File: src/core/sre_pkg.sv
/*
 * Shared constants for the serial receive error block: register map, field
 * positions, reset values and receiver states. Assumes a 32-bit APB host.
 */
package sre_pkg;
   // -------------------------------------------------------------------
   // register byte offsets
   // -------------------------------------------------------------------
   localparam logic [7:0] SRE_OFS_STATUS = 8'h00;
   localparam logic [7:0] SRE_OFS_CTRL   = 8'h04;
   localparam logic [7:0] SRE_OFS_MODE   = 8'h08;
   localparam logic [7:0] SRE_OFS_RDATA  = 8'h0C;
   localparam logic [7:0] SRE_OFS_IRQST  = 8'h10;
   localparam logic [7:0] SRE_OFS_BAUD   = 8'h14;
   localparam logic [7:0] SRE_OFS_IRQMSK = 8'h18;
   // -------------------------------------------------------------------
   // field positions
   // -------------------------------------------------------------------
   localparam int SRE_ST_RECEIVE_DATA_FULL_FLAG = 6;  // receive data full
   localparam int SRE_ST_FER  = 4;  // framing error
   localparam int SRE_ST_PER  = 3;  // parity error
   localparam int SRE_CT_RE   = 0;  // receive enable
   localparam int SRE_CT_SYNC = 1;  // clock-synchronous mode
   localparam int SRE_MD_PEN  = 0;  // parity enable
   localparam int SRE_MD_ODD  = 1;  // odd parity
   localparam int SRE_MD_STP2 = 2;  // two stop bits
   localparam int SRE_MD_CH7  = 3;  // seven data bits
   localparam int SRE_IQ_FER  = 0;
   localparam int SRE_IQ_PER  = 1;
   localparam int SRE_IQ_RXF  = 2;
   // -------------------------------------------------------------------
   // reset values
   // -------------------------------------------------------------------
   localparam logic [15:0] SRE_BAUD_RST = 16'h01B1; // bit period minus one
   localparam logic [3:0]  SRE_MODE_RST = 4'h0;
   localparam logic [2:0]  SRE_IRQ_RST  = 3'h0;

   typedef enum logic [2:0] {
      SRE_IDLE  = 3'b000,
      SRE_START = 3'b001,
      SRE_DATA  = 3'b010,
      SRE_PAR   = 3'b011,
      SRE_STOP  = 3'b100,
      SRE_STOP2 = 3'b101
   } sre_rx_state_t;

   // true when data plus parity bit disagree with the selected parity
   function automatic logic sre_parity_bad(input logic [7:0] data,
                                           input logic pbit,
                                           input logic odd);
      sre_parity_bad = (^data) ^ pbit ^ odd;
   endfunction : sre_parity_bad
endpackage : sre_pkg

File: src/core/sre_top.sv
/*
 * Serial receive error block: APB registers, receive pin synchroniser,
 * framing and parity error flags with read-then-write-0 clearing, reception
 * hold and clock-synchronous transmit block, interrupt status and mask.
 * Assumes one 50 MHz clock and an APB master on the same clock.
 */
// Added by the designer: the register addresses and the APB register port.
// Behaviour
// Set framing error when the first stop bit of a character is 0.
// With two stop bits, check only the first one.
// Framing error clears by reset, standby, or write 0 after reading 1.
// Turning receive enable off leaves the framing error flag unchanged.
// On framing error load the data register, do not set data full.
// No further reception while the framing error flag is set.
// Set parity error when ones count disagrees with selected parity.
// Parity error clears by reset, standby, or write 0 after reading 1.
// Turning receive enable off leaves the parity error flag unchanged.
// On parity error load the data register, do not set data full.
// No further reception while the parity error flag is set.
// In synchronous mode, block transmission while an error flag stands.
// Writing 1 does nothing; write 0 clears only flags seen as 1.
`timescale 1ns/1ps
module sre_top
   import sre_pkg::*;
#(
   parameter int BAUD_W = 16
)
(
   input  wire logic        clk_sys,
   input  wire logic        rst_n,
   input  wire logic        psel,
   input  wire logic        penable,
   input  wire logic        pwrite,
   input  wire logic [7:0]  paddr,
   input  wire logic [31:0] pwdata,
   output logic [31:0]      prdata,
   output logic             pready,
   output logic             pslverr,
   input  wire logic        rx_pin,
   input  wire logic        standby,
   output logic             tx_allow,
   output logic             irq
);
   // -------------------------------------------------------------------
   // state
   // -------------------------------------------------------------------
   logic              rx_s1_q, rx_s2_q, rx_s3_q, rx_filt_q;
   logic              re_q, sync_q;
   logic [3:0]        mode_q;
   logic [BAUD_W-1:0] baud_q;
   logic              fer_q, per_q, receive_data_full_flag_q;
   logic [2:0]        seen_q;      // flags read back as 1: receive_data_full_flag, fer, per
   logic [7:0]        rdata_q;
   logic [2:0]        irq_st_q, irq_msk_q;
   logic [31:0]       prdata_q;
   logic              rx_done, rx_perr, rx_ferr, rx_run;
   logic [7:0]        rx_data;
   logic              acc, wr, rd, mapped;
   logic              wr_st, wr_ct, wr_md, wr_bd, wr_iq, wr_im;
   logic              clr_fer, clr_per, clr_receive_data_full_flag;
   logic              set_fer, set_per, set_receive_data_full_flag;
   logic [7:0]        status_w;

   // -------------------------------------------------------------------
   // apb decode
   // -------------------------------------------------------------------
   function automatic logic hit(input logic [7:0] a, input logic [7:0] ofs);
      hit = (a == ofs);
   endfunction : hit

   assign acc    = psel && penable;
   assign wr     = acc && pwrite;
   assign rd     = acc && !pwrite;
   assign mapped = hit(paddr, SRE_OFS_STATUS) || hit(paddr, SRE_OFS_CTRL)
                || hit(paddr, SRE_OFS_MODE) || hit(paddr, SRE_OFS_RDATA)
                || hit(paddr, SRE_OFS_IRQST) || hit(paddr, SRE_OFS_BAUD)
                || hit(paddr, SRE_OFS_IRQMSK);
   assign wr_st  = wr && hit(paddr, SRE_OFS_STATUS);
   assign wr_ct  = wr && hit(paddr, SRE_OFS_CTRL);
   assign wr_md  = wr && hit(paddr, SRE_OFS_MODE);
   assign wr_bd  = wr && hit(paddr, SRE_OFS_BAUD);
   assign wr_iq  = wr && hit(paddr, SRE_OFS_IRQST);
   assign wr_im  = wr && hit(paddr, SRE_OFS_IRQMSK);
   assign pready  = 1'b1;              // zero wait states
   assign pslverr = acc && !mapped;    // unmapped address answers an error
   assign prdata  = prdata_q;

   assign status_w = {1'b0, receive_data_full_flag_q, 1'b0, fer_q, per_q, 3'b000};

   // read data captured in the setup cycle, so it comes from a flip-flop
   always_ff @(posedge clk_sys or negedge rst_n) begin
      if (!rst_n) begin
         prdata_q <= 32'h0000_0000;
      end else if (psel && !penable && !pwrite) begin
         case (paddr)
            SRE_OFS_STATUS: prdata_q <= {24'h00_0000, status_w};
            SRE_OFS_CTRL:   prdata_q <= {30'h0000_0000, sync_q, re_q};
            SRE_OFS_MODE:   prdata_q <= {28'h000_0000, mode_q};
            SRE_OFS_RDATA:  prdata_q <= {24'h00_0000, rdata_q};
            SRE_OFS_IRQST:  prdata_q <= {29'h0000_0000, irq_st_q};
            SRE_OFS_BAUD:   prdata_q <= {{(32-BAUD_W){1'b0}}, baud_q};
            SRE_OFS_IRQMSK: prdata_q <= {29'h0000_0000, irq_msk_q};
            default:        prdata_q <= 32'h0000_0000;
         endcase
      end
   end

   // -------------------------------------------------------------------
   // control registers
   // -------------------------------------------------------------------
   always_ff @(posedge clk_sys or negedge rst_n) begin
      if (!rst_n) begin
         re_q   <= 1'b0;
         sync_q <= 1'b0;
         mode_q <= SRE_MODE_RST;
         baud_q <= BAUD_W'(SRE_BAUD_RST);
      end else begin
         if (wr_ct) begin
            re_q   <= pwdata[SRE_CT_RE];
            sync_q <= pwdata[SRE_CT_SYNC];
         end
         if (wr_md) begin
            mode_q <= pwdata[3:0];
         end
         if (wr_bd) begin
            baud_q <= pwdata[BAUD_W-1:0];
         end
      end
   end

   // -------------------------------------------------------------------
   // receive pin synchroniser and agreement filter
   // -------------------------------------------------------------------
   always_ff @(posedge clk_sys or negedge rst_n) begin
      if (!rst_n) begin
         rx_s1_q   <= 1'b1;
         rx_s2_q   <= 1'b1;
         rx_s3_q   <= 1'b1;
         rx_filt_q <= 1'b1;
      end else begin
         rx_s1_q <= rx_pin;
         rx_s2_q <= rx_s1_q;
         rx_s3_q <= rx_s2_q;
         if (rx_s2_q == rx_s3_q) begin
            rx_filt_q <= rx_s3_q; // a change counts once two stages agree
         end
      end
   end

   // reception halts while an error flag stands, when disabled or in standby
   assign rx_run = re_q && !standby && !fer_q && !per_q;

   sre_rx_frame u_rx (
      .clk_sys    (clk_sys),
      .rst_n      (rst_n),
      .rx_level   (rx_filt_q),
      .run        (rx_run),
      .bit_cycles (16'(baud_q)),
      .par_en     (mode_q[SRE_MD_PEN]),
      .par_odd    (mode_q[SRE_MD_ODD]),
      .two_stop   (mode_q[SRE_MD_STP2]),
      .seven_bits (mode_q[SRE_MD_CH7]),
      .done       (rx_done),
      .data_q     (rx_data),
      .perr_q     (rx_perr),
      .ferr_q     (rx_ferr)
   );

   // -------------------------------------------------------------------
   // error and data-full flags
   // -------------------------------------------------------------------
   assign set_fer  = rx_done && rx_ferr;
   assign set_per  = rx_done && rx_perr;
   assign set_receive_data_full_flag = rx_done && !rx_ferr && !rx_perr;
   // a 0 written clears only a flag earlier read back as 1
   assign clr_fer  = wr_st && !pwdata[SRE_ST_FER] && seen_q[1];
   assign clr_per  = wr_st && !pwdata[SRE_ST_PER] && seen_q[0];
   assign clr_receive_data_full_flag = wr_st && !pwdata[SRE_ST_RECEIVE_DATA_FULL_FLAG] && seen_q[2];

   // set beats software clear; receive enable plays no part here
   always_ff @(posedge clk_sys or negedge rst_n) begin
      if (!rst_n) begin
         fer_q  <= 1'b0;
         per_q  <= 1'b0;
         receive_data_full_flag_q <= 1'b0;
      end else if (standby) begin
         fer_q  <= 1'b0;
         per_q  <= 1'b0;
         receive_data_full_flag_q <= 1'b0;
      end else begin
         if (set_fer) begin
            fer_q <= 1'b1;
         end else if (clr_fer) begin
            fer_q <= 1'b0;
         end
         if (set_per) begin
            per_q <= 1'b1;
         end else if (clr_per) begin
            per_q <= 1'b0;
         end
         if (set_receive_data_full_flag) begin
            receive_data_full_flag_q <= 1'b1;
         end else if (clr_receive_data_full_flag) begin
            receive_data_full_flag_q <= 1'b0;
         end
      end
   end

   // remembers which flags software saw as 1; any status write consumes it
   always_ff @(posedge clk_sys or negedge rst_n) begin
      if (!rst_n) begin
         seen_q <= 3'b000;
      end else if (standby || wr_st) begin
         seen_q <= 3'b000;
      end else if (rd && hit(paddr, SRE_OFS_STATUS)) begin
         seen_q <= {prdata_q[SRE_ST_RECEIVE_DATA_FULL_FLAG], prdata_q[SRE_ST_FER], prdata_q[SRE_ST_PER]};
      end
   end

   // every finished character lands in the data register, errors or not
   always_ff @(posedge clk_sys or negedge rst_n) begin
      if (!rst_n) begin
         rdata_q <= 8'h00;
      end else if (rx_done) begin
         rdata_q <= rx_data;
      end
   end

   // synchronous-mode transmitter may only run with no error standing
   assign tx_allow = !(sync_q && (fer_q || per_q));

   // -------------------------------------------------------------------
   // interrupt status (write 1 to clear) and mask
   // -------------------------------------------------------------------
   always_ff @(posedge clk_sys or negedge rst_n) begin
      if (!rst_n) begin
         irq_st_q  <= SRE_IRQ_RST;
         irq_msk_q <= SRE_IRQ_RST;
      end else begin
         irq_st_q <= (irq_st_q & ~(wr_iq ? pwdata[2:0] : 3'b000))
                   | {set_receive_data_full_flag, set_per, set_fer};
         if (wr_im) begin
            irq_msk_q <= pwdata[2:0];
         end
      end
   end

   assign irq = |(irq_st_q & irq_msk_q);
endmodule : sre_top

File: src/core/sre_rx_frame.sv
/*
 * Asynchronous character receiver: start detect, data, optional parity,
 * stop check. Assumes a filtered, synchronised receive level and a run
 * level that drops whenever reception must halt.
 */
`timescale 1ns/1ps
module sre_rx_frame
   import sre_pkg::*;
(
   input  wire logic        clk_sys,
   input  wire logic        rst_n,
   input  wire logic        rx_level,
   input  wire logic        run,
   input  wire logic [15:0] bit_cycles,
   input  wire logic        par_en,
   input  wire logic        par_odd,
   input  wire logic        two_stop,
   input  wire logic        seven_bits,
   output logic             done,
   output logic [7:0]       data_q,
   output logic             perr_q,
   output logic             ferr_q
);
   sre_rx_state_t state_q;
   logic [15:0]   cnt_q;
   logic [7:0]    shreg_q;
   logic [2:0]    nbit_q;
   logic          pbit_q;
   logic          done_q;
   logic [7:0]    char_w;

   // seven-bit characters arrive one shift short
   assign char_w = seven_bits ? {1'b0, shreg_q[7:1]} : shreg_q;
   assign done   = done_q;

   // -------------------------------------------------------------------
   // frame sequencer
   // -------------------------------------------------------------------
   always_ff @(posedge clk_sys or negedge rst_n) begin
      if (!rst_n) begin
         state_q <= SRE_IDLE;
         cnt_q   <= 16'h0000;
         shreg_q <= 8'h00;
         nbit_q  <= 3'h0;
         pbit_q  <= 1'b0;
         done_q  <= 1'b0;
         data_q  <= 8'h00;
         perr_q  <= 1'b0;
         ferr_q  <= 1'b0;
      end else begin
         done_q <= 1'b0;
         if (!run) begin
            state_q <= SRE_IDLE; // abandon any partial character
         end else if (state_q != SRE_IDLE && cnt_q != 16'h0000) begin
            cnt_q <= cnt_q - 16'h0001;
         end else begin
            case (state_q)
               SRE_IDLE: begin
                  if (!rx_level) begin
                     state_q <= SRE_START;
                     cnt_q   <= {1'b0, bit_cycles[15:1]}; // to mid bit
                  end
               end
               SRE_START: begin
                  state_q <= rx_level ? SRE_IDLE : SRE_DATA;
                  cnt_q   <= bit_cycles;
                  nbit_q  <= seven_bits ? 3'h6 : 3'h7;
               end
               SRE_DATA: begin
                  shreg_q <= {rx_level, shreg_q[7:1]}; // lsb first
                  cnt_q   <= bit_cycles;
                  nbit_q  <= nbit_q - 3'h1;
                  if (nbit_q == 3'h0) begin
                     state_q <= par_en ? SRE_PAR : SRE_STOP;
                  end
               end
               SRE_PAR: begin
                  pbit_q  <= rx_level;
                  cnt_q   <= bit_cycles;
                  state_q <= SRE_STOP;
               end
               SRE_STOP: begin
                  // only the first stop bit is judged
                  done_q  <= 1'b1;
                  data_q  <= char_w;
                  ferr_q  <= !rx_level;
                  perr_q  <= par_en && sre_parity_bad(char_w, pbit_q, par_odd);
                  cnt_q   <= bit_cycles;
                  state_q <= two_stop ? SRE_STOP2 : SRE_IDLE;
               end
               SRE_STOP2: begin
                  state_q <= SRE_IDLE; // second stop bit passes unchecked
               end
               default: begin
                  state_q <= SRE_IDLE;
               end
            endcase
         end
      end
   end
endmodule : sre_rx_frame

File: config.mk
export PLATFORM = sky130hd
export DESIGN_NAME = sre_top
export DESIGN_NICKNAME = d
export VERILOG_FILES = /design/src/core/sre_pkg.sv /design/src/core/sre_top.sv /design/src/core/sre_rx_frame.sv
export SDC_FILE = /design/constraint.sdc
export NUM_CORES = 1
export LEC_CHECK = 0
export BUFFER_PORTS_ARGS = -buffer_cell sky130_fd_sc_hd__buf_2
export CAP_MARGIN = 40
export CORE_ASPECT_RATIO = 1.25
export CORE_UTILIZATION = 40
export CTS_CLUSTER_SIZE = 30
export DETAILED_ROUTE_END_ITERATION = 16
export GPL_TIMING_DRIVEN = 0
export SYNTH_ARGS = -nofsm -noshare
export SYNTH_HDL_FRONTEND = slang
export SYNTH_HIERARCHICAL = 1
export SYNTH_SLANG_ARGS = --single-unit
File: constraint.sdc
create_clock -name clk_sys -period 3.3 [get_ports clk_sys]
set_input_delay 0.33 -clock clk_sys [delete_from_list [all_inputs] [get_ports clk_sys]]
set_output_delay 0.33 -clock clk_sys [all_outputs]
set_load 0.1 [all_outputs]
# Word-level counts from Yosys, hierarchy flattened
# Cells that the tools add are included.
[totals]
reg_bits = 120
latchBits = 0
ramBits = 0
mem_bits_ro = 0
inputBits = 47
word_cells = 149
mem_count = 0
[classes]
n_addsub = 2
mul = 0
div_mod_pow = 0
n_lt_le_gt_ge = 0
n_eq_ne = 15
shift = 0
n_mux = 30
bitwise_logic = 7
reduce_logical = 70
[ops]
columns = ["cell", "count"]
rows = [
  ["16-bit one-hot mux with 7 select lines", 1],
  ["16-bit two-way mux", 2],
  ["16-bit one-hot mux with 2 select lines", 1],
  ["1-bit logical AND", 29],
  ["3-bit two-way mux", 9],
  ["8-bit by 5-bit == test with 1-bit output (second input constant)", 3],
  ["3-bit AND reduction", 6],
  ["8-bit by 4-bit == test with 1-bit output (second input constant)", 2],
  ["16-bit nonzero test", 1],
  ["16-bit by 1-bit subtractor with 16-bit output (second input constant)", 1],
  ["3-bit one-hot mux with 5 select lines", 1],
  ["3-bit nonzero test", 5],
  ["1-bit zero test", 13],
  ["1-bit two-way mux", 13],
  ["8-bit by 3-bit == test with 1-bit output (second input constant)", 1],
  ["8-bit zero test", 1],
  ["1-bit logical OR", 8],
  ["8-bit two-way mux", 1],
  ["8-bit parity", 1],
  ["3-bit AND", 2],
  ["3-bit by 2-bit == test with 1-bit output (second input constant)", 2],
  ["3-bit zero test", 2],
  ["3-bit != test (second input constant)", 2],
  ["3-bit one-hot mux with 2 select lines", 1],
  ["other kinds (14)", 16],
]

# Longest topological paths before layout
[depth]
word_depth = 9
depth_mapped = 8
ltp_nobuf = 7

# Hierarchy
# The synthesis kept the hierarchy.
[modules_own_cells]
columns = ["mod", "n_inst", "cells_each", "area_per_inst_um2", "seq_area_each_um2"]
rows = [
  ["sre_top", 1, 239, 2921.6, 1562.7],
  ["sre_rx_frame", 1, 281, 2710.1, 1051.0],
]

# Worst setup path after synthesis
# No wires, ideal clock.
[synth_timing]
kind = "reg2out"
start = "reg fer_q"
end = "out tx_allow"
arrival_time_ns = 2.504
required_time_ns = 2.970
setup_slack_ns = 0.466
stages_incl_launch_ff = 2
path_cell_list = "dfrtp_1 -> o21ai_0"
[synth_between]
elab_chain_cells = 3
[synth_lines]
columns = ["item", "line", "source"]
rows = [
  ["from (decl)", "sre_top.sv:51", "logic fer_q, per_q, receive_data_full_flag_q;"],
  ["from (signal assigned)", "sre_top.sv:183", "fer_q <= 1'b0;"],
  ["from (signal assigned)", "sre_top.sv:187", "fer_q <= 1'b0;"],
  ["from (signal assigned)", "sre_top.sv:192", "fer_q <= 1'b1;"],
  ["1-bit logical OR", "sre_top.sv:230", "assign tx_allow = !(sync_q && (fer_q || per_q));"],
  ["1-bit logical AND", "sre_top.sv:230", ""],
  ["1-bit zero test", "sre_top.sv:230", ""],
  ["to (decl)", "sre_top.sv:41", "output logic tx_allow,"],
]
# Every way passes these cells.

# Worst setup path in the final report
[layout_timing]
start = "reg fer_q"
end = "reg u_rx.cnt_q[4]"
[layout_between]
elab_chain_cells = 4
[layout_lines]
columns = ["item", "line", "source"]
rows = [
  ["1-bit zero test", "sre_top.sv:151", "assign rx_run = re_q && !standby && !fer_q && !per_q;"],
  ["1-bit logical AND (2 in series)", "sre_top.sv:151", ""],
  ["via rx_run", "sre_top.sv:56", "logic rx_done, rx_perr, rx_ferr, rx_run;"],
  ["3-bit AND reduction (no source line)", "--", ""],
  ["to (signal assigned)", "sre_rx_frame.sv:55", "cnt_q <= cnt_q - 16'h0001;"],
  ["to (signal assigned)", "sre_rx_frame.sv:61", "cnt_q <= {1'b0, bit_cycles[15:1]};"],
  ["to (signal assigned)", "sre_rx_frame.sv:66", "cnt_q <= bit_cycles;"],
  ["to (decl)", "sre_rx_frame.sv:25", "logic [15:0] cnt_q;"],
]
# The timed path passes the listed nets, and every way through them passes these cells.
# A chain may end at the register's enable or synchronous reset.

==> impl_metrics.csv <==
group,metric,value,unit
global_route,antenna_found_initial,1,
sta,fin_crit,2.52,ns
logic_synthesis,ys_seq_area_frac,0.464,
clocking,cts_buffer_depth,2,
floorplan,die_w,108,um
final_layout,final_cells,777,
final_layout,final_common_cell,"dfrtp_1",
route,routedWlPerCell,17.6,um
floorplan,chipHeight,135,um
sta,clock.fmax,396,MHz
sta,skew,0.00569,ns
clocking,numCtsBuffers,9,
sta,tns,0,ns
worst_setup_path,worstSetupPathType,"reg -> reg",
global_route,grt_pass1_vias,4346,
global_route,grt_use_met1,0.245,
floorplan,floorplan.rows,48,
logic_synthesis,syn_area_per_cell,10.8,um^2
sta,slew_violations,0,
clocking,clkSinkCount,104,
worst_setup_path,arrival,2.81,ns
sta,timing.final.crit_share,0.764,
place,buffer_ports.inserted,49,
floorplan,die_area,14600,um^2
min_path,worstHoldPathType,"in -> async",
logic_synthesis,synth_top_area_share,0.422,
sta,setup_viol,0,
final_layout,fin_nets,648,
clocking,post_cts_buffers,0,
power,power_density,415,nW/um^2
route,dr.pass1.iters,7,
clocking,cts_root_buffer,"clkbuf_16",
clocking,cts_resized,0,
clocking,h-tree-depth,3,
worst_setup_path,cp-end-kind,"flip-flop",
floorplan,io_pins,83,
sta,worst_pin_slew,0.788,ns
place,dp_hpwl,10100,um
final_layout,areaGrowthSynthToFinish,15.0,%
logic_synthesis,ys.warnings.count,6,
global_route,gr-usage-met3,0.0338,
final_layout,final_cell_mix,"dfrtp_1 (95), buf_2 (57), nand2_1 (56), mux2_2 (35), mux2i_1 (29)",
route,avgViaCountPerCell,5.53,
sta,slew_headroom,0.475,
route,drt_iter0_drc,300,
power,power.total,2.69,mW
global_route,overflow,0,
status,status,"finished clean",
route,totalWireLength,13600,um
clocking,cts_tree,"built",
logic_synthesis,synth_area_leaders,"dfrtp_1 (42%), mux2_2 (7.0%), mux2i_1 (5.2%), dfstp_2 (4.2%), mux2_4 (3.7%)",
logic_synthesis,async_flop_share,1.00,
clocking,worstSkewPairLatency,0.35,ns
run,maxCapViolCount,0,
global_route,grt-busiest-layer,"met2",
global_route,met2_usage,0.327,
worst_setup_path,critPathMaxFanout,10,
logic_synthesis,synth_ff_type,"dfrtp_1",
power,p_leak,3.10,nW
logic_synthesis,synth_area,5630,um^2
global_route,grt_max_degree,60,
clocking,path_clk_slew,0.07,ns
final_layout,drive_gt1_frac,0.285,
logic_synthesis,synth_largest_area_cell,"dfrtp_1",
route,dr_total_vias,4297,
route,drc,0,
global_route,grt.total_usage,0.195,
logic_synthesis,synth-seq-cells,104,
sta,rsz0062_at_grt,"no",
logic_synthesis,netlist_instances,520,
global_route,grt_pass1_wl,22000,um
place,dpl.cell_count,761,
place,place.gp.congestion,0.865,
sta,hold_viol,0,
floorplan,start_util,0.409,
clocking,holdBufCountCts,0,
worst_setup_path,worstPathRequired,3.59,ns
route,route.antenna.remaining_nets,0,
logic_synthesis,synth_enable_flop_cells,0,
floorplan,core-area,13800,um^2
logic_synthesis,synth_cell_types,74,
power,ir_drop,0.218,mV
worst_setup_path,start_kind,"flip-flop",
## layer usage
layer | up-vias | wire length, um
met1 | 2122 | 5880
met5 | - | 0
li1 | 2017 | -
met3 | 24 | 616
met2 | 134 | 6800
met4 | 0 | 344
## power by group
| part | switching, mW | total, mW | internal [mW] |
|---|---|---|---|
| clock | 0.480 | 1.07 | 0.586 |
| combinational | 0.212 | 0.299 | 0.0869 |
| sequential | 0.0267 | 1.32 | 1.30 |
| total | 0.719 | 2.69 | 1.97 |
## sequential cells by signal, summed over array words and instances (netlist names), 4 cells and up
register	flops
baud_q	16
mode_q	4
prdata	16
rdata_q	8
u_rx/cnt_q	16
u_rx/data_q	8
u_rx/shreg_q	8
## cell type report
type	instances	area, um^2
Inverter	13	48.8
Clock inverter	5	57.6
Sequential cell	104	2610
Buffer	41	239
Clock buffer	10	229
Antenna cell	1	2.50
Timing Repair Buffer	51	280
Fill cell	1290	7280
Multi-Input combinational cell	377	2790
Tap cell	175	219
## path summary, 6_finish.rpt
path	slack, ns	start	depth (start not counted)	endpoint
min in group clk_sys	0.08	rx_pin	1	rx_s1_q$_DFF_PN1_
worst min register to register	0.36	rx_s1_q$_DFF_PN1_	0	rx_s2_q$_DFF_PN1_
max in group asynchronous	2.48	rst_n	2	rx_s2_q$_DFF_PN1_
worst max-delay path	0.78	fer_q$_DFFE_PN0P_	6	u_rx/cnt_q[4]$_DFFE_PN0P_
worst max register to register	0.78	fer_q$_DFFE_PN0P_	6	u_rx/cnt_q[4]$_DFFE_PN0P_
worst min-delay path	0.06	rst_n	1	rdata_q[1]$_DFFE_PN0P_
## cells by family after synthesis
family,after synthesis,share of synthesized area
xor+xnor,11,0.0171
fa+ha+maj,5,0.0107
buf+inv,54,0.0511
mux,78,0.159
compound gates,115,0.140
simple gates,151,0.157
flops,104,0.464
other cells,2,0.00133
## worst max-delay path: stages (launching register included)
cell and delay (ns):
dfrtp_1 0.44, nor4b_1 0.41, buf_2 0.24, a21boi_0 0.27, o21a_1 0.37, clkbuf_1 0.49
a32o_1 0.24
## through the flow
stage          instance area, um^2  hold slack, ns  setup WS (ns)  utilization
3_5_place_dp                  6190           0.348          0.795        0.450
4_1_cts                       6470          0.0678          0.786        0.471
5_1_grt                       6470          0.0682          0.647        0.471
3_3_place_gp                  6150           0.346          0.432        0.447
6_report                      6480          0.0611          0.778        0.471
2_1_floorplan                 5690          0.0344          0.466            -
## synth_stat cells, drive strengths merged (3+ instances only)
master,instances
a22o,12
a31oi,3
or3b,3
mux2i,29
clkbuf,13
nor4,5
nand2,58
nand2b,5
a32oi,4
mux2,49
o22a,4
ha,4
nand3,16
dfstp,9
and3,14
a21oi,18
nor2,14
a211oi,5
nor2b,4
xor2,4
a222oi,3
and2,4
dfrtp,95
nor3,9
a2bb2oi,3
a22oi,7
o21ai,38
xnor2,7
buf,28
inv,13
o21a,3
nand4,4
Power figures use the tool's default switching activity.
